==> config.mk <==
export PLATFORM = sky130hd
export DESIGN_NAME = stt_system_tick_timer
export DESIGN_NICKNAME = d
export VERILOG_FILES = /design/src/pkg/stt_pkg.sv /design/src/core/stt_rise_pulse.sv /design/src/core/stt_sync2.sv /design/src/core/stt_system_tick_timer.sv
export VERILOG_INCLUDE_DIRS = /design/src /design/src/pkg
export SDC_FILE = /design/constraint.sdc
export NUM_CORES = 1
export LEC_CHECK = 0
export ABC_AREA = 1
export ABC_CLOCK_PERIOD_IN_PS = 3700
export BUFFER_PORTS_ARGS = -buffer_cell sky130_fd_sc_hd__buf_2
export CORE_ASPECT_RATIO = 0.8
export CORE_UTILIZATION = 35
export DETAILED_ROUTE_END_ITERATION = 10
export PLACE_DENSITY = 0.64
export SYNTH_ARGS = -nofsm -noshare
export SYNTH_HDL_FRONTEND = slang
export SYNTH_SLANG_ARGS = --single-unit
==> constraint.sdc <==
create_clock -name aclk -period 3.7 [get_ports aclk]
set_clock_uncertainty 0.05 [all_clocks]
set_input_delay 0.74 -clock aclk [delete_from_list [all_inputs] [get_ports aclk]]
set_output_delay 0.74 -clock aclk [all_outputs]
set_load 0.02 [all_outputs]
==> src/pkg/stt_cfg.svh <==
// Purpose: offsets, field positions, reset values and timing counts of the tick timer
// Assumes: 10 MHz aclk, word-aligned registers on a 32-bit bus
// Notes:   definitions only
`ifndef STT_CFG_SVH
`define STT_CFG_SVH

// ---------------------------------------------------------------
// register byte addresses
// ---------------------------------------------------------------
`define STT_ADDR_CTRL_STATUS  32'hE000_E010
`define STT_ADDR_RELOAD       32'hE000_E014
`define STT_ADDR_CURRENT      32'hE000_E018
`define STT_ADDR_CALIBRATION  32'hE000_E01C

// ---------------------------------------------------------------
// field positions
// ---------------------------------------------------------------
`define STT_CSR_ENABLE_BIT    0
`define STT_CSR_TICK_IRQ_ENABLE_BIT   1
`define STT_CSR_CLKSEL_BIT    2
`define STT_CSR_WRAP_BIT      16
`define STT_CAL_NOREF_BIT     31
`define STT_CAL_SKEW_BIT      30
`define STT_COUNT_W           24

// ---------------------------------------------------------------
// reset values and answers
// ---------------------------------------------------------------
`define STT_CSR_RESET         32'h0000_0000
`define STT_CSR_RESET_FIXED   32'h0000_0004
`define STT_COUNT_RESET       24'h00_0000
`define STT_RESP_OKAY         2'h0
`define STT_RESP_SLVERR       2'h2

// ---------------------------------------------------------------
// timing
// ---------------------------------------------------------------
`define STT_CLK_PERIOD_NS     100
`define STT_TEN_MS_NS         10000000
`define STT_TEN_MS_CYCLES     (`STT_TEN_MS_NS / `STT_CLK_PERIOD_NS)

`endif

==> src/pkg/stt_pkg.sv <==
// Purpose: types shared by the tick timer files
// Assumes: constants live in stt_cfg.svh
// Notes:   no imports anywhere, always stt_pkg::name
package stt_pkg;

    // ---------------------------------------------------------------
    // control fields, bit 2 down to bit 0
    // ---------------------------------------------------------------
    typedef struct packed {
        logic clock_select;
        logic tick_irq_enable;
        logic enable;
    } stt_ctrl_t;

    // register selected by an address
    typedef enum logic [2:0] {
        STT_REG_CSR,
        STT_REG_RELOAD,
        STT_REG_CURRENT,
        STT_REG_CALIB,
        STT_REG_NONE
    } stt_reg_t;

    // write channel state
    typedef enum logic {
        STT_WR_IDLE,
        STT_WR_RESP
    } stt_wr_state_t;

    // read channel state
    typedef enum logic {
        STT_RD_IDLE,
        STT_RD_DATA
    } stt_rd_state_t;

endpackage : stt_pkg

==> src/core/stt_rise_pulse.sv <==
// Purpose: one-cycle pulse on each rising edge of a synchronised level
// Assumes: level already in the aclk domain
// Notes:   pulse is combinational from flops
`timescale 1ns/100ps
module stt_rise_pulse (
    input  wire logic aclk,
    input  wire logic aresetn,
    input  wire logic level,
    output logic      pulse
);

    logic prev_ff;

    // remember last level
    always_ff @(posedge aclk) begin
        if (!aresetn) begin
            prev_ff <= 1'b0;
        end else begin
            prev_ff <= level;
        end
    end

    assign pulse = level & ~prev_ff;

endmodule : stt_rise_pulse

==> src/core/stt_sync2.sv <==
// Purpose: two-flop synchroniser for levels entering the aclk domain
// Assumes: input changes slower than aclk
// Notes:   first stage feeds only the second stage
`timescale 1ns/100ps
module stt_sync2 #(
    parameter int W = 1
) (
    input  wire logic         aclk,
    input  wire logic         aresetn,
    input  wire logic [W-1:0] d,
    output logic      [W-1:0] q
);

    logic [W-1:0] meta_ff;

    // two stages, sync reset
    always_ff @(posedge aclk) begin
        if (!aresetn) begin
            meta_ff <= '0;
            q       <= '0;
        end else begin
            meta_ff <= d;
            q       <= meta_ff;
        end
    end

endmodule : stt_sync2

==> src/core/stt_system_tick_timer.sv <==
// Purpose: 24-bit decrementing system tick timer behind an AXI4-Lite slave
// Assumes: 10 MHz aclk; ref_clk_pin is asynchronous; debug_halted is on aclk
// Notes:   tick_pend_set is a one-cycle request to the exception logic
//
// Behaviour
// - 24-bit down counter wrapping at zero; any current-value write clears it.
// - when enabled, decrement each reference tick; at zero reload on next tick.
// - wrap flag, status bit 16, set on each count step from 1 to 0.
// - reading the control/status register clears the wrap flag.
// - any write to current value clears counter and wrap flag.
// - after that clearing write, next timer tick loads the reload value.
// - a clearing write never raises the tick exception request.
// - current value reads return the live count at the access cycle.
// - reload of zero stops counter at zero after next wrap, enable aside.
// - no decrement while the processor is halted in debug.
// - counter runs on a reference tick: processor clock or external pin.
// - control/status holds clock select, enable, tick interrupt enable, flag.
// - calibration register is read-only and gives the ten millisecond preload.
// - registers decode at E000E010, E000E014, E000E018 and E000E01C.
// - control/status resets to 0x0, or 0x4 when clock select is fixed.
// - control/status bit 0 enables counting when one, stops it when zero.
// - bit 1 set lets a count to zero raise the tick exception request.
// - bit 2 selects external clock at zero, processor clock at one.
// - reload bits 23..0 hold reload; bits 31..24 read zero, ignore writes.
//
// The AXI4-Lite register port was decided locally.
`timescale 1ns/100ps
`include "stt_cfg.svh"

module stt_system_tick_timer #(
    parameter bit          HAS_EXT_REF    = 1'b1,
    parameter bit          CALIB_SKEW     = 1'b0,
    parameter logic [23:0] TEN_MS_PRELOAD = 24'(`STT_TEN_MS_CYCLES - 1)
) (
    input  wire logic        aclk,
    input  wire logic        aresetn,
    // write address channel
    input  wire logic [31:0] awaddr,
    input  wire logic [2:0]  awprot,
    input  wire logic        awvalid,
    output logic             awready,
    // write data channel
    input  wire logic [31:0] wdata,
    input  wire logic [3:0]  wstrb,
    input  wire logic        wvalid,
    output logic             wready,
    // write response channel
    output logic [1:0]       bresp,
    output logic             bvalid,
    input  wire logic        bready,
    // read address channel
    input  wire logic [31:0] araddr,
    input  wire logic [2:0]  arprot,
    input  wire logic        arvalid,
    output logic             arready,
    // read data channel
    output logic [31:0]      rdata,
    output logic [1:0]       rresp,
    output logic             rvalid,
    input  wire logic        rready,
    // timer side
    input  wire logic        ref_clk_pin,
    input  wire logic        debug_halted,
    output logic             tick_pend_set
);

    // ---------------------------------------------------------------
    // constants
    // ---------------------------------------------------------------
    localparam int          CW      = `STT_COUNT_W;
    localparam logic [31:0] CSR_RST = HAS_EXT_REF ? `STT_CSR_RESET : `STT_CSR_RESET_FIXED;

    // ---------------------------------------------------------------
    // state
    // ---------------------------------------------------------------
    stt_pkg::stt_ctrl_t     ctrl_ff;
    logic [CW-1:0]          reload_ff;
    logic [CW-1:0]          count_ff;
    logic                   wrap_ff;
    logic                   tick_pend_ff;

    stt_pkg::stt_wr_state_t wr_state_ff;
    logic                   aw_have_ff;
    logic                   w_have_ff;
    logic [31:0]            awaddr_ff;
    logic [31:0]            wdata_ff;
    logic [3:0]             wstrb_ff;
    logic [1:0]             bresp_ff;

    stt_pkg::stt_rd_state_t rd_state_ff;
    logic [31:0]            rdata_ff;
    logic [1:0]             rresp_ff;

    // ---------------------------------------------------------------
    // combinational terms
    // ---------------------------------------------------------------
    logic                   ref_level;
    logic                   ref_tick;
    logic                   src_tick;
    logic                   timer_tick;
    logic                   hit_zero;
    logic                   do_wr;
    logic                   rd_take;
    logic                   csr_rd;
    logic                   cvr_wr;
    logic                   clk_sel_eff;
    stt_pkg::stt_reg_t      wr_reg;
    stt_pkg::stt_reg_t      rd_reg;
    logic [31:0]            rd_word;
    logic [31:0]            wr_mask;
    logic [31:0]            csr_word;
    logic [31:0]            calib_word;

    // ---------------------------------------------------------------
    // address decode
    // ---------------------------------------------------------------
    function automatic stt_pkg::stt_reg_t decode(input logic [31:0] addr);
        stt_pkg::stt_reg_t sel;
        sel = stt_pkg::STT_REG_NONE;
        if (addr[31:2] == `STT_ADDR_CTRL_STATUS >> 2) begin
            sel = stt_pkg::STT_REG_CSR;
        end else if (addr[31:2] == `STT_ADDR_RELOAD >> 2) begin
            sel = stt_pkg::STT_REG_RELOAD;
        end else if (addr[31:2] == `STT_ADDR_CURRENT >> 2) begin
            sel = stt_pkg::STT_REG_CURRENT;
        end else if (addr[31:2] == `STT_ADDR_CALIBRATION >> 2) begin
            sel = stt_pkg::STT_REG_CALIB;
        end
        return sel;
    endfunction : decode

    // ---------------------------------------------------------------
    // reference clock source
    // ---------------------------------------------------------------

    // external reference pin into aclk domain
    stt_sync2 #(
        .W (1)
    ) u_ref_sync (
        .aclk    (aclk),
        .aresetn (aresetn),
        .d       (ref_clk_pin),
        .q       (ref_level)
    );

    // one enable pulse per external rising edge
    stt_rise_pulse u_ref_edge (
        .aclk    (aclk),
        .aresetn (aresetn),
        .level   (ref_level),
        .pulse   (ref_tick)
    );

    // select the tick; forced to processor clock without a pin
    assign clk_sel_eff = HAS_EXT_REF ? ctrl_ff.clock_select : 1'b1;
    assign src_tick    = clk_sel_eff ? 1'b1 : ref_tick;

    // counting step: enabled and not halted
    assign timer_tick = ctrl_ff.enable & ~debug_halted & src_tick;

    // genuine 1 to 0 step, overruled by a clearing write
    assign hit_zero = timer_tick & (count_ff == CW'(1)) & ~cvr_wr;

    // ---------------------------------------------------------------
    // write channel
    // ---------------------------------------------------------------
    assign awready = (wr_state_ff == stt_pkg::STT_WR_IDLE) & ~aw_have_ff;
    assign wready  = (wr_state_ff == stt_pkg::STT_WR_IDLE) & ~w_have_ff;
    assign bvalid  = (wr_state_ff == stt_pkg::STT_WR_RESP);
    assign bresp   = bresp_ff;
    assign do_wr   = (wr_state_ff == stt_pkg::STT_WR_IDLE) & aw_have_ff & w_have_ff;
    assign wr_reg  = decode(awaddr_ff);
    assign cvr_wr  = do_wr & (wr_reg == stt_pkg::STT_REG_CURRENT);

    // byte lanes to bit mask
    always_comb begin
        for (int i = 0; i < 4; i++) begin
            wr_mask[i*8 +: 8] = {8{wstrb_ff[i]}};
        end
    end

    // hold address and data until both are in
    always_ff @(posedge aclk) begin
        if (!aresetn) begin
            aw_have_ff <= 1'b0;
            w_have_ff  <= 1'b0;
            awaddr_ff  <= 32'h0000_0000;
            wdata_ff   <= 32'h0000_0000;
            wstrb_ff   <= 4'h0;
        end else if (do_wr) begin
            aw_have_ff <= 1'b0;
            w_have_ff  <= 1'b0;
        end else begin
            if (awvalid && awready) begin
                aw_have_ff <= 1'b1;
                awaddr_ff  <= awaddr;
            end
            if (wvalid && wready) begin
                w_have_ff <= 1'b1;
                wdata_ff  <= wdata;
                wstrb_ff  <= wstrb;
            end
        end
    end

    // response state
    always_ff @(posedge aclk) begin
        if (!aresetn) begin
            wr_state_ff <= stt_pkg::STT_WR_IDLE;
            bresp_ff    <= `STT_RESP_OKAY;
        end else begin
            unique case (wr_state_ff)
                stt_pkg::STT_WR_IDLE: begin
                    if (do_wr) begin
                        wr_state_ff <= stt_pkg::STT_WR_RESP;
                        bresp_ff    <= (wr_reg == stt_pkg::STT_REG_NONE) ?
                                       `STT_RESP_SLVERR : `STT_RESP_OKAY;
                    end
                end
                stt_pkg::STT_WR_RESP: begin
                    if (bready) begin
                        wr_state_ff <= stt_pkg::STT_WR_IDLE;
                    end
                end
            endcase
        end
    end

    // ---------------------------------------------------------------
    // software-written registers
    // ---------------------------------------------------------------

    // control bits, low byte lane only; reserved bits not stored
    always_ff @(posedge aclk) begin
        if (!aresetn) begin
            ctrl_ff <= stt_pkg::stt_ctrl_t'(CSR_RST[2:0]);
        end else if (do_wr && wr_reg == stt_pkg::STT_REG_CSR && wstrb_ff[0]) begin
            ctrl_ff.enable          <= wdata_ff[`STT_CSR_ENABLE_BIT];
            ctrl_ff.tick_irq_enable <= wdata_ff[`STT_CSR_TICK_IRQ_ENABLE_BIT];
            if (HAS_EXT_REF) begin
                ctrl_ff.clock_select <= wdata_ff[`STT_CSR_CLKSEL_BIT];
            end
        end
    end

    // reload value, bits 23..0 only
    always_ff @(posedge aclk) begin
        if (!aresetn) begin
            reload_ff <= `STT_COUNT_RESET;
        end else if (do_wr && wr_reg == stt_pkg::STT_REG_RELOAD) begin
            reload_ff <= (wdata_ff[CW-1:0] & wr_mask[CW-1:0]) |
                         (reload_ff & ~wr_mask[CW-1:0]);
        end
    end

    // ---------------------------------------------------------------
    // counter
    // ---------------------------------------------------------------

    // clear on write, reload at zero, else count down
    always_ff @(posedge aclk) begin
        if (!aresetn) begin
            count_ff <= `STT_COUNT_RESET;
        end else if (cvr_wr) begin
            count_ff <= `STT_COUNT_RESET;
        end else if (timer_tick) begin
            if (count_ff == `STT_COUNT_RESET) begin
                count_ff <= reload_ff;
            end else begin
                count_ff <= count_ff - CW'(1);
            end
        end
    end

    // wrap flag: set beats a read clear
    always_ff @(posedge aclk) begin
        if (!aresetn) begin
            wrap_ff <= 1'b0;
        end else if (hit_zero) begin
            wrap_ff <= 1'b1;
        end else if (cvr_wr || csr_rd) begin
            wrap_ff <= 1'b0;
        end
    end

    // tick exception request pulse
    always_ff @(posedge aclk) begin
        if (!aresetn) begin
            tick_pend_ff <= 1'b0;
        end else begin
            tick_pend_ff <= hit_zero & ctrl_ff.tick_irq_enable;
        end
    end

    assign tick_pend_set = tick_pend_ff;

    // ---------------------------------------------------------------
    // read channel
    // ---------------------------------------------------------------
    assign arready = (rd_state_ff == stt_pkg::STT_RD_IDLE);
    assign rvalid  = (rd_state_ff == stt_pkg::STT_RD_DATA);
    assign rdata   = rdata_ff;
    assign rresp   = rresp_ff;
    assign rd_take = arvalid & arready;
    assign rd_reg  = decode(araddr);
    assign csr_rd  = rd_take & (rd_reg == stt_pkg::STT_REG_CSR);

    // status word, reserved bits zero
    always_comb begin
        csr_word                        = 32'h0000_0000;
        csr_word[`STT_CSR_ENABLE_BIT]   = ctrl_ff.enable;
        csr_word[`STT_CSR_TICK_IRQ_ENABLE_BIT]  = ctrl_ff.tick_irq_enable;
        csr_word[`STT_CSR_CLKSEL_BIT]   = clk_sel_eff;
        csr_word[`STT_CSR_WRAP_BIT]     = wrap_ff;
    end

    // calibration word, constant
    always_comb begin
        calib_word                      = 32'h0000_0000;
        calib_word[CW-1:0]              = TEN_MS_PRELOAD;
        calib_word[`STT_CAL_SKEW_BIT]   = CALIB_SKEW;
        calib_word[`STT_CAL_NOREF_BIT]  = ~HAS_EXT_REF;
    end

    // read mux, live count
    always_comb begin
        rd_word = 32'h0000_0000;
        unique case (rd_reg)
            stt_pkg::STT_REG_CSR:     rd_word = csr_word;
            stt_pkg::STT_REG_RELOAD:  rd_word = {8'h00, reload_ff};
            stt_pkg::STT_REG_CURRENT: rd_word = {8'h00, count_ff};
            stt_pkg::STT_REG_CALIB:   rd_word = calib_word;
            stt_pkg::STT_REG_NONE:    rd_word = 32'h0000_0000;
        endcase
    end

    // capture answer at the address handshake
    always_ff @(posedge aclk) begin
        if (!aresetn) begin
            rd_state_ff <= stt_pkg::STT_RD_IDLE;
            rdata_ff    <= 32'h0000_0000;
            rresp_ff    <= `STT_RESP_OKAY;
        end else begin
            unique case (rd_state_ff)
                stt_pkg::STT_RD_IDLE: begin
                    if (rd_take) begin
                        rd_state_ff <= stt_pkg::STT_RD_DATA;
                        rdata_ff    <= rd_word;
                        rresp_ff    <= (rd_reg == stt_pkg::STT_REG_NONE) ?
                                       `STT_RESP_SLVERR : `STT_RESP_OKAY;
                    end
                end
                stt_pkg::STT_RD_DATA: begin
                    if (rready) begin
                        rd_state_ff <= stt_pkg::STT_RD_IDLE;
                    end
                end
            endcase
        end
    end

endmodule : stt_system_tick_timer

Word-level counts from Yosys, hierarchy flattened
Index checks and enable logic that the tools add are counted.
{"block": "word_totals", "regBits": 155, "input_bits": 115, "elab_cells": 100}
{"block": "op_classes", "n_addsub": 1, "eq_ne": 16, "n_mux": 21, "bitwise_logic": 26, "reduce_logical": 16}
{"op": "$eq 30x30->1 const B", "n": 8}
{"op": "$pmux 32 s5", "n": 1}
{"op": "$and 24x24->24", "n": 2}
{"op": "$eq 24x1->1 const B", "n": 1}
{"op": "$logic_not 24->1", "n": 1}
{"op": "$mux 24", "n": 1}
{"op": "$mux 3", "n": 8}
{"op": "$not 24->24", "n": 1}
{"op": "$or 24x24->24", "n": 1}
{"op": "$sub 24x1->24 const B", "n": 1}
{"op": "$and 1x1->1", "n": 13}
{"op": "$eq 3x2->1 const B", "n": 3}
{"op": "$not 1->1", "n": 9}
{"op": "$reduce_and 2->1", "n": 4}
{"op": "$mux 1", "n": 7}
{"op": "$eq 3x1->1 const B", "n": 2}
{"op": "$eq 3x3->1 const B", "n": 2}
{"op": "$logic_not 3->1", "n": 2}
{"op": "$logic_and 1x1->1", "n": 5}
{"op": "$mux 2", "n": 2}
{"op": "$pmux 1 s2", "n": 2}
{"op": "$reduce_or 2->1", "n": 2}
{"op": "$reduce_bool 2->1", "n": 1}
{"op": "$logic_or 1x1->1", "n": 1}

Longest topological paths before layout
Gate-level depths: netlist of the first run.
{"block": "logic_depth", "word_depth": 10, "mapped_depth": 12, "depth_no_buf": 11}

Modules after synthesis
A second synthesis of the first run with hierarchy kept.
{"block": "hier_totals", "cells_unflattened": 1042, "hier_area_um2": 7101.8}
{"module": "stt_system_tick_timer", "instances": 1, "cells_each": 1031, "area_per_inst_um2": 7009.2, "seq_area_each_um2": 2802.7}
{"module": "stt_sync2", "instances": 1, "cells_each": 6, "area_per_inst_um2": 55.1, "seq_area_each_um2": 40.0}
{"module": "stt_rise_pulse", "instances": 1, "cells_each": 5, "area_per_inst_um2": 37.5, "seq_area_each_um2": 20.0}

Worst setup path after synthesis of the first run
No wires, ideal clock.
{"block": "synth_timing", "path_kind": "input to register", "from": "input port araddr[6]", "to": "register rdata_ff[11] (netlist: rdata[11])", "arrival_ns": 1.641, "slack_ns": 1.876, "stages": 9, "n_path_buf": 1, "cell_sequence": "inv_2 -> nand2_1 -> nor2_4 -> nand3_1 -> nor2_2 -> a21oi_1 -> buf_2 -> o21ai_1 -> a21oi_1"}
{"block": "synth_between", "elab_chain_len": 7, "word_cells_on_any_way": 14}
{"element": "start, declared", "line_no": "stt_system_tick_timer.sv:52", "text": "input wire logic [31:0] araddr,"}
{"element": "$eq 30x30->1", "line_no": "stt_system_tick_timer.sv:126", "text": "end else if (addr[31:2] == `STT_ADDR_CALIBRATION >> 2) begin"}
{"element": "$mux 3", "line_no": "stt_system_tick_timer.sv:126"}
{"element": "$mux 3", "line_no": "stt_system_tick_timer.sv:124", "text": "end else if (addr[31:2] == `STT_ADDR_CURRENT >> 2) begin"}
{"element": "$mux 3", "line_no": "stt_system_tick_timer.sv:122", "text": "end else if (addr[31:2] == `STT_ADDR_RELOAD >> 2) begin"}
{"element": "$mux 3 (*)", "line_no": "stt_system_tick_timer.sv:120", "text": "if (addr[31:2] == `STT_ADDR_CTRL_STATUS >> 2) begin"}
{"element": "$eq 3x3->1, or another cell as far along", "line_no": "stt_system_tick_timer.sv:328", "text": "unique case (rd_reg)"}
{"element": "$pmux 32 s5 (*)", "line_no": "stt_system_tick_timer.sv:328"}
{"element": "end signal, assigned", "line_no": "stt_system_tick_timer.sv:348", "text": "rdata_ff <= rd_word;"}
{"element": "end, declared", "line_no": "stt_system_tick_timer.sv:91", "text": "logic [31:0] rdata_ff;"}
Mark *: on every way between the ends. The rest lies on a longest branch, timed or not. The select of a mux whose other input is x is not followed.
A chain may end at the register's enable or synchronous reset.

Worst setup path after layout of the first run
{"block": "layout_timing", "from": "input port araddr[12]", "to": "register rdata_ff[6] (netlist: rdata[6])"}
The elaborated chain is that of the path after synthesis.

==> results of run 1 <==
-- layer usage --
| metal | track usage | part of all wire |
|---|---|---|
| met1 | 0.2665 | 0.52 |
| met4 | 0.04772 | 0.0075 |
| met3 | 0.04193 | 0.058 |
| met2 | 0.2700 | 0.41 |
| met5 | 0 | 0 |
-- cell type report --
| type | count | area (um2) | area share |
|---|---|---|---|
| Clock buffer | 21 | 470.5 | 0.05584 |
| Clock inverter | 10 | 100.1 | 0.01188 |
| Inverter | 106 | 397.9 | 0.04722 |
| Multi-Input combinational cell | 749 | 3561 | 0.4226 |
| Sequential cell | 143 | 2863 | 0.3398 |
| Tap cell | 264 | 330.3 | 0.03920 |
| Timing Repair Buffer | 136 | 703.2 | 0.08346 |
-- path summary, 6_finish.rpt --
path                            startpoint                       end  slack [ps]  depth (start not counted)
max                             araddr[12]     rdata[6]$_SDFFE_PN0P_        1550                         13
min          u_ref_sync.meta_ff$_SDFF_PN0_   u_ref_sync.q$_SDFF_PN0_         370                          2
max reg2reg      count_ff[20]$_SDFFE_PP0P_  count_ff[7]$_SDFFE_PP0P_        1560                          8
min reg2reg  u_ref_sync.meta_ff$_SDFF_PN0_   u_ref_sync.q$_SDFF_PN0_         370                          2
-- kinds of logic after synthesis --
group	count (synthesis)	share of synthesized area
DFF	143	0.4023
buffers and inverters	165	0.1027
AOI/OAI and AO/OA	196	0.1468
xor gates and xnor gates	6	0.007385
other	1	0.0005270
and+or+nand+nor	534	0.3350
adders and majority gates	3	0.005276
-- worst reg2reg max path: stages (launching register included) --
cell      delay, ps
dfxtp_1         360
nor2_1          240
nand2_1         170
nor2_4          130
nand3_4         380
inv_2           410
nand2_1         100
o211ai_1         90
a21oi_1          80
-- placed cells by master (no fill, tap or decap), types with 17 or more instances in the layout --
| cell | instances |
|---|---|
| nand2_1 | 222 |
| nor2_1 | 167 |
| dfxtp_1 | 143 |
| buf_2 | 127 |
| a21oi_1 | 102 |
| inv_1 | 88 |
| o21ai_0 | 61 |
| nand3_1 | 61 |
| nand4_1 | 44 |
| inv_2 | 17 |
| clkbuf_16 | 17 |
-- stage by stage --
step           total power, mW  worst slack (ps)  cells
6_report                 3.606              1555   1429
5_1_grt                  3.768              1352   1429
4_1_cts                  3.644              1583   1429
3_5_place_dp             1.987              1144   1398
3_3_place_gp             1.980              1179   1398
2_1_floorplan            1.884              1876   1057
-- report_power, final --
group	leakage, nW	switching (mW)	internal (mW)	total [mW]
Sequential	1.17	0.0424	1.61	1.65
Clock	0.281	0.672	0.982	1.65
Combinational	2.29	0.194	0.107	0.301
==> out/summary.txt, run 1 <==
=====================================================================================
Result of the run ......................................................    completed
Share of flip-flops with an asynchronous set or reset ..................            0
Type of the worst setup path ........................................... input port to register
Crit path cell chain ................................................... buf_2, inv_1, nand2_1, nor2_1, nand2_2, nor2_1, buf_4, nand2_1, inv_1, nand2_1, nand2_1, nand2_1, a21oi_1
Pin count of the biggest net entering global routing ...................           69
Fraction of the cycle the final worst path needs .......................       0.5798
Main synth FF type .....................................................      dfxtp_1
Leading post-synthesis cells by cell area .............................. dfxtp_1, nand2_1, nor2_1
Number of levels the H-tree was split into .............................            4
Number of placed I/O pins ..............................................          157
Antenna violations before repair .......................................            0
Fillcell total .........................................................        2,139
Hold/Removal Path Class ................................................ register to register
Clock tree from TritonCTS ..............................................         done
VDD IR-drop max ........................................................     306.7 uV
Num CTS Buffers ........................................................           17
Most numerous cell on the critical path ................................      nand2_1
Setup repair after global routing missed its margin ....................        false
Peak per-stage delay on the critical path ..............................       320 ps
Placed wire-length estimate ............................................     13.54 mm
Maximum fanout along the worst path ....................................           11
Pwr dens ............................................................... 428.0 mW/mm2
Fin Hold WS ............................................................     366.4 ps
Fraction of final layout cells sized beyond drive strength 1 ...........       0.1897
Ranking of synthesized cells by instance count ......................... nand2_1, nor2_1, dfxtp_1
Crit path launch type ..................................................   input port
Layout area overhead ...................................................       18.41%
DRC errors left ........................................................            0
Routed vias/inst .......................................................        4.845
Worst max-slew margin expressed relative to the limit ..................       0.4093
Die X ..................................................................     161.4 um
Initial core utilization ...............................................       0.3583
Cell with the largest stage delay on the worst path ....................      nand2_1
First-pass detailed-route iteration total ..............................            5
Hold violation count in the final report ...............................            0
Min Tclk post-route ....................................................      2145 ps
Warnings from Yosys ....................................................            0
Count of flip-flops with a built-in enable after synthesis .............            0
Arrival time of data at the critical path endpoint .....................      2440 ps
Iteration-0 DRC count of the detailed router ...........................          441
Cell area after synthesis .............................................. 0.007116 mm2
Most common cell in the synthesized netlist ............................      nand2_1
Number of register bits inferred by synthesis ..........................          143
Post-CTS Hold Buffers ..................................................            0
All-layer global routing usage .........................................       0.1832
Cell type contributing the most total cell area after synthesis ........      dfxtp_1
Setup Total Neg Slack ..................................................         0 ps
Number of global-route vias before repair ..............................        6,109
Mean post-synth cell area ..............................................    6.790 um2
Layout Utilization .....................................................       0.4243
Buffer and inverter count on the worst path ............................            4
Floorplan core area ....................................................  0.01986 mm2
Final max-slew violation count .........................................            0
Dominant delay contributor by cell family on the critical path ......... simple AND/OR/NAND/NOR gates
Final Instance Area .................................................... 0.008426 mm2
Crit end category ......................................................     register
Unique masters post-synth ..............................................           37
IO Port Bufs ...........................................................          127
Sum of routed wire length over all layers ..............................     18.88 mm
Antenna diode count ....................................................            0
Clock sink count .......................................................          143
Number of cells produced by synthesis ..................................        1,048
Gp weighted congestion .................................................       0.8872
Clock buffer depth .....................................................            2
Share of the yosys chip area belonging to registers ....................       0.4023
Overall die height .....................................................     129.5 um
Total of endpoints with negative setup slack in the final report .......            0
Cell Rows ..............................................................           46
Placed instance area ................................................... 0.007855 mm2
Total number of vias ...................................................        6,924
DIE AREA ...............................................................  0.02091 mm2
Antenna-violating nets left ............................................            0
Final layout net count .................................................        1,271
Total grt overflow .....................................................            0
Number of instances resized during post-cts repair .....................            0
Master cell of the clock root buffer ...................................    clkbuf_16
Worst-Margin Slew ......................................................     884.7 ps
Mean routed wirelength per cell ........................................     13.21 um
Max-cap check violation count ..........................................            0
Yosys top cell area share ..............................................       0.4023
Required time reported for the critical path endpoint ..................      3990 ps
Clock-pin slew of the registers on the worst-case setup and hold paths .        60 ps
Wire length of the first global-routing pass ...........................     30.50 mm
Post-CTS setup repair buffer count .....................................            0
Leakage power summed over all cells ....................................     3.736 nW
Highest clock rate .....................................................   0.4661 GHz
Worst-Skew Late Latency ................................................       430 ps
=====================================================================================
No activity file was read; power rests on OpenSTA's default activity.
==> inputs of run 2 (changes only) <==
Settings changed: ABC_AREA 1 to 0, ABC_CLOCK_PERIOD_IN_PS 3700 to 2200.
Clock period 3.7 ns to 2.2 ns, I/O delays scaled along.
==> out/summary.txt, run 2 <==
=====================================================================================
Area of the multi-input gates .......................................... 0.003420 mm2
Max-cap check violation count ..........................................            0
Setup repair after global routing missed its margin ....................         true
Required time reported for the critical path endpoint ..................      2470 ps
VDD IR-drop max ........................................................     404.6 uV
Final Instance Area .................................................... 0.008363 mm2
Hold/Removal Path Class ................................................ input port to register
Number of instances in the placed design ...............................        1,101
Total of endpoints with negative setup slack in the final report .......           18
Highest clock rate .....................................................   0.4336 GHz
Arrival time of data at the critical path endpoint .....................      2580 ps
Total grt overflow .....................................................            0
Layout area overhead ...................................................       29.94%
Commonest cells after routing, fill and taps aside ..................... nand2_1, dfxtp_1, buf_2, buf_4, a21boi_0
Maximum fanout along the worst path ....................................            8
Unique masters post-synth ..............................................           65
Share of the yosys chip area belonging to registers ....................       0.4448
Mean routed wirelength per cell ........................................     15.61 um
Peak per-stage delay on the critical path ..............................       520 ps
Cell with the largest stage delay on the worst path ....................        or4_4
Antenna violations before repair .......................................            0
Number of levels the H-tree was split into .............................            4
Gp weighted congestion .................................................       0.9023
Leading post-synthesis cells by cell area .............................. dfxtp_1, nand2_1, a21boi_0
DIE AREA ...............................................................  0.01894 mm2
Crit end category ......................................................     register
Number of register bits inferred by synthesis ..........................          143
Routed vias/inst .......................................................        5.133
Type of the worst setup path ........................................... register to register
Pin count of the biggest net entering global routing ...................           79
Clock-pin slew of the registers on the worst-case setup and hold paths .        60 ps
Most common cell in the synthesized netlist ............................      nand2_1
Final max-slew violation count .........................................            0
Iteration-0 DRC count of the detailed router ...........................          405
Warnings from Yosys ....................................................            0
Number of cells produced by synthesis ..................................          735
Die X ..................................................................     153.6 um
Sum of routed wire length over all layers ..............................     17.75 mm
Master cell of the clock root buffer ...................................    clkbuf_16
Share of flip-flops with an asynchronous set or reset ..................            0
Fraction of the cycle the final worst path needs .......................        1.048
Setup Total Neg Slack ..................................................     -1159 ps
Floorplan core area ....................................................  0.01765 mm2
DRC errors left ........................................................            0
Clock buffer depth .....................................................            2
Post-CTS Hold Buffers ..................................................            0
Count of flip-flops with a built-in enable after synthesis .............            0
Yosys top cell area share ..............................................       0.4448
Placed wire-length estimate ............................................     12.70 mm
Worst-Skew Late Latency ................................................       430 ps
Number of global-route vias before repair ..............................        5,481
Violated checks ........................................................ setup timing
Result of the run ...................................................... finished, violations left
Leakage power summed over all cells ....................................     3.353 nW
Cell type contributing the most total cell area after synthesis ........      dfxtp_1
Clock sink count .......................................................          143
Overall die height .....................................................     123.3 um
Crit path cell chain ................................................... or4_4, or4_4, nor3_2, buf_6, o21ai_0, a221oi_1
Area taken by flip-flops and latches ................................... 0.002865 mm2
Main synth FF type .....................................................      dfxtp_1
First-pass detailed-route iteration total ..............................            5
Cell area after synthesis .............................................. 0.006436 mm2
Clock tree from TritonCTS ..............................................         done
Most numerous cell on the critical path ................................        or4_4
Mean post-synth cell area ..............................................    8.757 um2
Initial core utilization ...............................................       0.3647
Num CTS Buffers ........................................................           17
Final layout net count .................................................        1,018
Placed instance area ................................................... 0.007621 mm2
Fraction of final layout cells sized beyond drive strength 1 ...........       0.2862
All-layer global routing usage .........................................       0.1941
Worst-Margin Slew ......................................................     618.1 ps
Ranking of synthesized cells by instance count ......................... nand2_1, dfxtp_1, a21boi_0
Antenna-violating nets left ............................................            0
Number of placed I/O pins ..............................................          157
Fillcell total .........................................................        1,737
Crit path launch type ..................................................     register
Min Tclk post-route ....................................................      2306 ps
IO Port Bufs ...........................................................          127
Hold violation count in the final report ...............................            0
Pwr dens ............................................................... 719.2 mW/mm2
Wire length of the first global-routing pass ...........................     28.41 mm
Antenna diode count ....................................................            0
Total number of vias ...................................................        5,836
Worst path setup slack after routing ...................................    -106.3 ps
Non-filler cells in the finished layout ................................        1,137
Most frequent standard cell in the layout excluding fill and tap cells .      nand2_1
Cell Rows ..............................................................           43
Worst max-slew margin expressed relative to the limit ..................       0.5879
=====================================================================================
## run 2: timing repair
item | in CTS | in global routing
hold endpoints to repair | 0 | 0
pin swaps | 1 | 4
setup endpoints to repair | 18 | 25
setup buffers | 3 | 0
resized for setup | 18 | 11
gates cloned | 1 | 1
## run 2: layer usage
metal,vias up,share of wire,GRT usage
li1,2938,-,-
met1,2687,0.51,0.2712
met2,190,0.40,0.2872
met3,21,0.079,0.06064
met4,0,0.010,0.05250
met5,-,0,0
## run 2: power by group
group | internal [mW] | switching (mW)
Sequential | 2.67 | 0.0494
Combinational | 0.179 | 0.240
Clock | 1.73 | 1.14
Total | 4.58 | 1.43
## run 2: worst max-delay path: cells and delay by family, from the launching register on
kind                   cells  cell delay [ps]
buffers and inverters      1              200
flip-flops                 1              320
AND/OR/NAND/NOR            3             1270
AO/OA/AOI/OAI              2              370
## run 2: kinds of logic after synthesis
kind of cell | share of synthesized area
AOI/OAI and AO/OA | 0.2086
adders and majority gates | 0.005833
buffers and inverters | 0.04860
DFF | 0.4448
muxes | 0.04705
other | 0.0005826
and+or+nand+nor | 0.2446
## run 2: metrics by stage
| stage | utilization | hold slack, ps | setup WS, ps | power [mW] |
|---|---|---|---|---|
| floorplan | - | 361.9 | -213.0 | 3.030 |
| global placement | 0.4319 | 381.6 | -301.9 | 3.188 |
| detailed placement | 0.4319 | 375.7 | -319.4 | 3.195 |
| CTS | 0.4702 | 171.7 | -102.3 | 6.073 |
| global route | 0.4739 | 186.9 | -173.1 | 6.260 |
| finish | 0.4739 | 187.7 | -106.3 | 6.014 |
## run 2: worst paths after layout
kind	start	depth (start not counted)	to	slack [ps]
min	ref_clk_pin	2	u_ref_sync.meta_ff$_SDFF_PN0_	190
max reg2reg	count_ff[16]$_SDFFE_PP0P_	6	count_ff[4]$_SDFFE_PP0P_	-110
max	count_ff[16]$_SDFFE_PP0P_	6	count_ff[4]$_SDFFE_PP0P_	-110
min reg2reg	u_ref_sync.meta_ff$_SDFF_PN0_	1	u_ref_sync.q$_SDFF_PN0_	390
## run 2: cell type report
type	count	area share
Clock buffer	20	0.05461
Clock inverter	11	0.01586
Inverter	9	0.004039
Multi-Input combinational cell	535	0.4089
Sequential cell	143	0.3426
Tap cell	225	0.03366
Timing Repair Buffer	194	0.1403
==> inputs of run 3 (changes only) <==
==> constraint.sdc (replaced) <==
create_clock -name aclk -period 2.2 [get_ports aclk]
set_clock_uncertainty 0.05 [all_clocks]
set_input_delay 0.22 -clock aclk [delete_from_list [all_inputs] [get_ports aclk]]
set_output_delay 0.22 -clock aclk [all_outputs]
set_load 0.02 [all_outputs]
==> out/summary.txt, run 3 (synthesis results as in run 2) <==
=====================================================================================
Overall power of the completed layout ..................................     5.895 mW
Master cell of the clock root buffer ...................................    clkbuf_16
Mean routed wirelength per cell ........................................     15.76 um
Worst path setup slack after routing ...................................    -78.24 ps
Die X ..................................................................     153.6 um
Placed wire-length estimate ............................................     12.99 mm
Maximum fanout along the worst path ....................................            8
Worst-Margin Slew ......................................................      1235 ps
Fraction of the cycle the final worst path needs .......................        1.036
Most numerous cell on the critical path ................................        or4_4
Placed instance area ................................................... 0.007634 mm2
Final max-slew violation count .........................................            0
All-layer global routing usage .........................................       0.1971
Worst-Skew Late Latency ................................................       420 ps
Final layout net count .................................................        1,056
Total of endpoints with negative setup slack in the final report .......           16
Leakage power summed over all cells ....................................     3.517 nW
Number of levels the H-tree was split into .............................            4
Initial core utilization ...............................................       0.3647
Clock sink count .......................................................          143
Crit path cell chain ................................................... or4_4, or4_4, or3_4, buf_6, o311a_1
Max-cap check violation count ..........................................            0
Highest clock rate .....................................................   0.4389 GHz
Result of the run ...................................................... finished, violations left
Total grt overflow .....................................................            0
Antenna-violating nets left ............................................            0
Worst max-slew margin expressed relative to the limit ..................       0.1739
IO Port Bufs ...........................................................          127
Hold violation count in the final report ...............................            0
Cell with the largest stage delay on the worst path ....................        or4_4
Wire length of the first global-routing pass ...........................     28.96 mm
Floorplan core area ....................................................  0.01765 mm2
Iteration-0 DRC count of the detailed router ...........................          361
Clock buffer depth .....................................................            2
Type of the worst setup path ........................................... register to register
Arrival time of data at the critical path endpoint .....................      2540 ps
Setup repair after global routing missed its margin ....................         true
DIE AREA ...............................................................  0.01894 mm2
Fin Hold WS ............................................................     10.79 ps
Crit path launch type ..................................................     register
Crit end category ......................................................     register
Fraction of final layout cells sized beyond drive strength 1 ...........       0.2758
Most frequent standard cell in the layout excluding fill and tap cells .      nand2_1
Num CTS Buffers ........................................................           17
First-pass detailed-route iteration total ..............................            5
Total number of vias ...................................................        6,008
DRC errors left ........................................................            0
Layout area overhead ...................................................       36.28%
Routed vias/inst .......................................................        5.113
Clock-pin slew of the registers on the worst-case setup and hold paths .        60 ps
Min Tclk post-route ....................................................      2278 ps
Hold/Removal Path Class ................................................ input port to register
Clock tree from TritonCTS ..............................................         done
Sum of routed wire length over all layers ..............................     18.52 mm
Final Instance Area .................................................... 0.008771 mm2
Violated checks ........................................................ setup timing
Pin count of the biggest net entering global routing ...................           78
Pwr dens ............................................................... 672.1 mW/mm2
Antenna diode count ....................................................            0
Gp weighted congestion .................................................       0.9152
Overall die height .....................................................     123.3 um
Cell Rows ..............................................................           43
Peak per-stage delay on the critical path ..............................       520 ps
Commonest cells after routing, fill and taps aside ..................... nand2_1, dfxtp_1, buf_2, a21boi_0, buf_4
Antenna violations before repair .......................................            0
Number of placed I/O pins ..............................................          157
Required time reported for the critical path endpoint ..................      2460 ps
Worst-case setup slack after placement .................................    -202.9 ps
VDD IR-drop max ........................................................     490.6 uV
Number of global-route vias before repair ..............................        5,707
=====================================================================================
run 3: cell count changes in the layout (fill, tap and decap cells not counted), sizes merged:
cell,delta
inv,+1
or3,-1
clkbuf,-2
clkinv,+1
clkinvlp,+1
buf,-3
bufinv,-1
dlygate4sd3,+42
run 3: critical path, delay by kind of cell (launching register included):
kind,cells,cell delay (ps)
AND/OR/NAND/NOR,3,1360
buffers and inverters,1,160
flip-flops,1,320
AO/OA/AOI/OAI,1,280
run 3: metrics by stage:
stage	TNS, ps	instances	util
floorplan	-1729	744	-
global placement	-3393	1100	0.4326
detailed placement	-3939	1100	0.4326
finish	-473.9	1175	0.4970
CTS	-524.9	1175	0.4916
global route	-1856	1175	0.4970
run 3: power by group:
| group | internal (mW) | switching (mW) |
|---|---|---|
| logic | 0.230 | 0.251 |
| clock network | 1.55 | 1.14 |
| registers | 2.67 | 0.0500 |
| total | 4.45 | 1.44 |
run 3: path summary, 6_finish.rpt:
check | start | end | slack [ps] | cells past startpoint
worst max-delay path | count_ff[16]$_SDFFE_PP0P_ | count_ff[18]$_SDFFE_PP0P_ | -80 | 5
worst min-delay path | awaddr[3] | awaddr_ff[3]$_SDFFE_PN0P_ | 10 | 3
worst max register to register | count_ff[16]$_SDFFE_PP0P_ | count_ff[18]$_SDFFE_PP0P_ | -80 | 5
worst min register to register | awaddr_ff[13]$_SDFFE_PN0P_ | awaddr_ff[13]$_SDFFE_PN0P_ | 410 | 2
run 3: cell type report:
class / count / area [um2]
clock inverters: 13 / 116.4
repair buffers: 233 / 1600
multi-input cells: 534 / 3445
well taps: 225 / 281.5
clock buffers: 18 / 429.2
flip-flops and latches: 143 / 2865
fillers: 1699 / 8876
inverters: 9 / 33.78
run 3: what timing repair did:
action                                 4_1_cts  5_1_grt
cloned                                       1        0
hold buffers                                42        0
pin swaps                                   10       11
gates resized for setup                     19       20
setup buffers                                1        0
setup endpoints to repair                   20       21
endpoints found under the hold margin       41        0
run 3: routing by layer:
| metal | track usage | share of wire | vias to the layer above |
|---|---|---|---|
| met5 | 0 | 0 | - |
| met1 | 0.2772 | 0.50 | 2802 |
| met2 | 0.2974 | 0.43 | 190 |
| li1 | - | - | 3008 |
| met4 | 0.04000 | 0.0071 | 0 |
| met3 | 0.05889 | 0.069 | 8 |
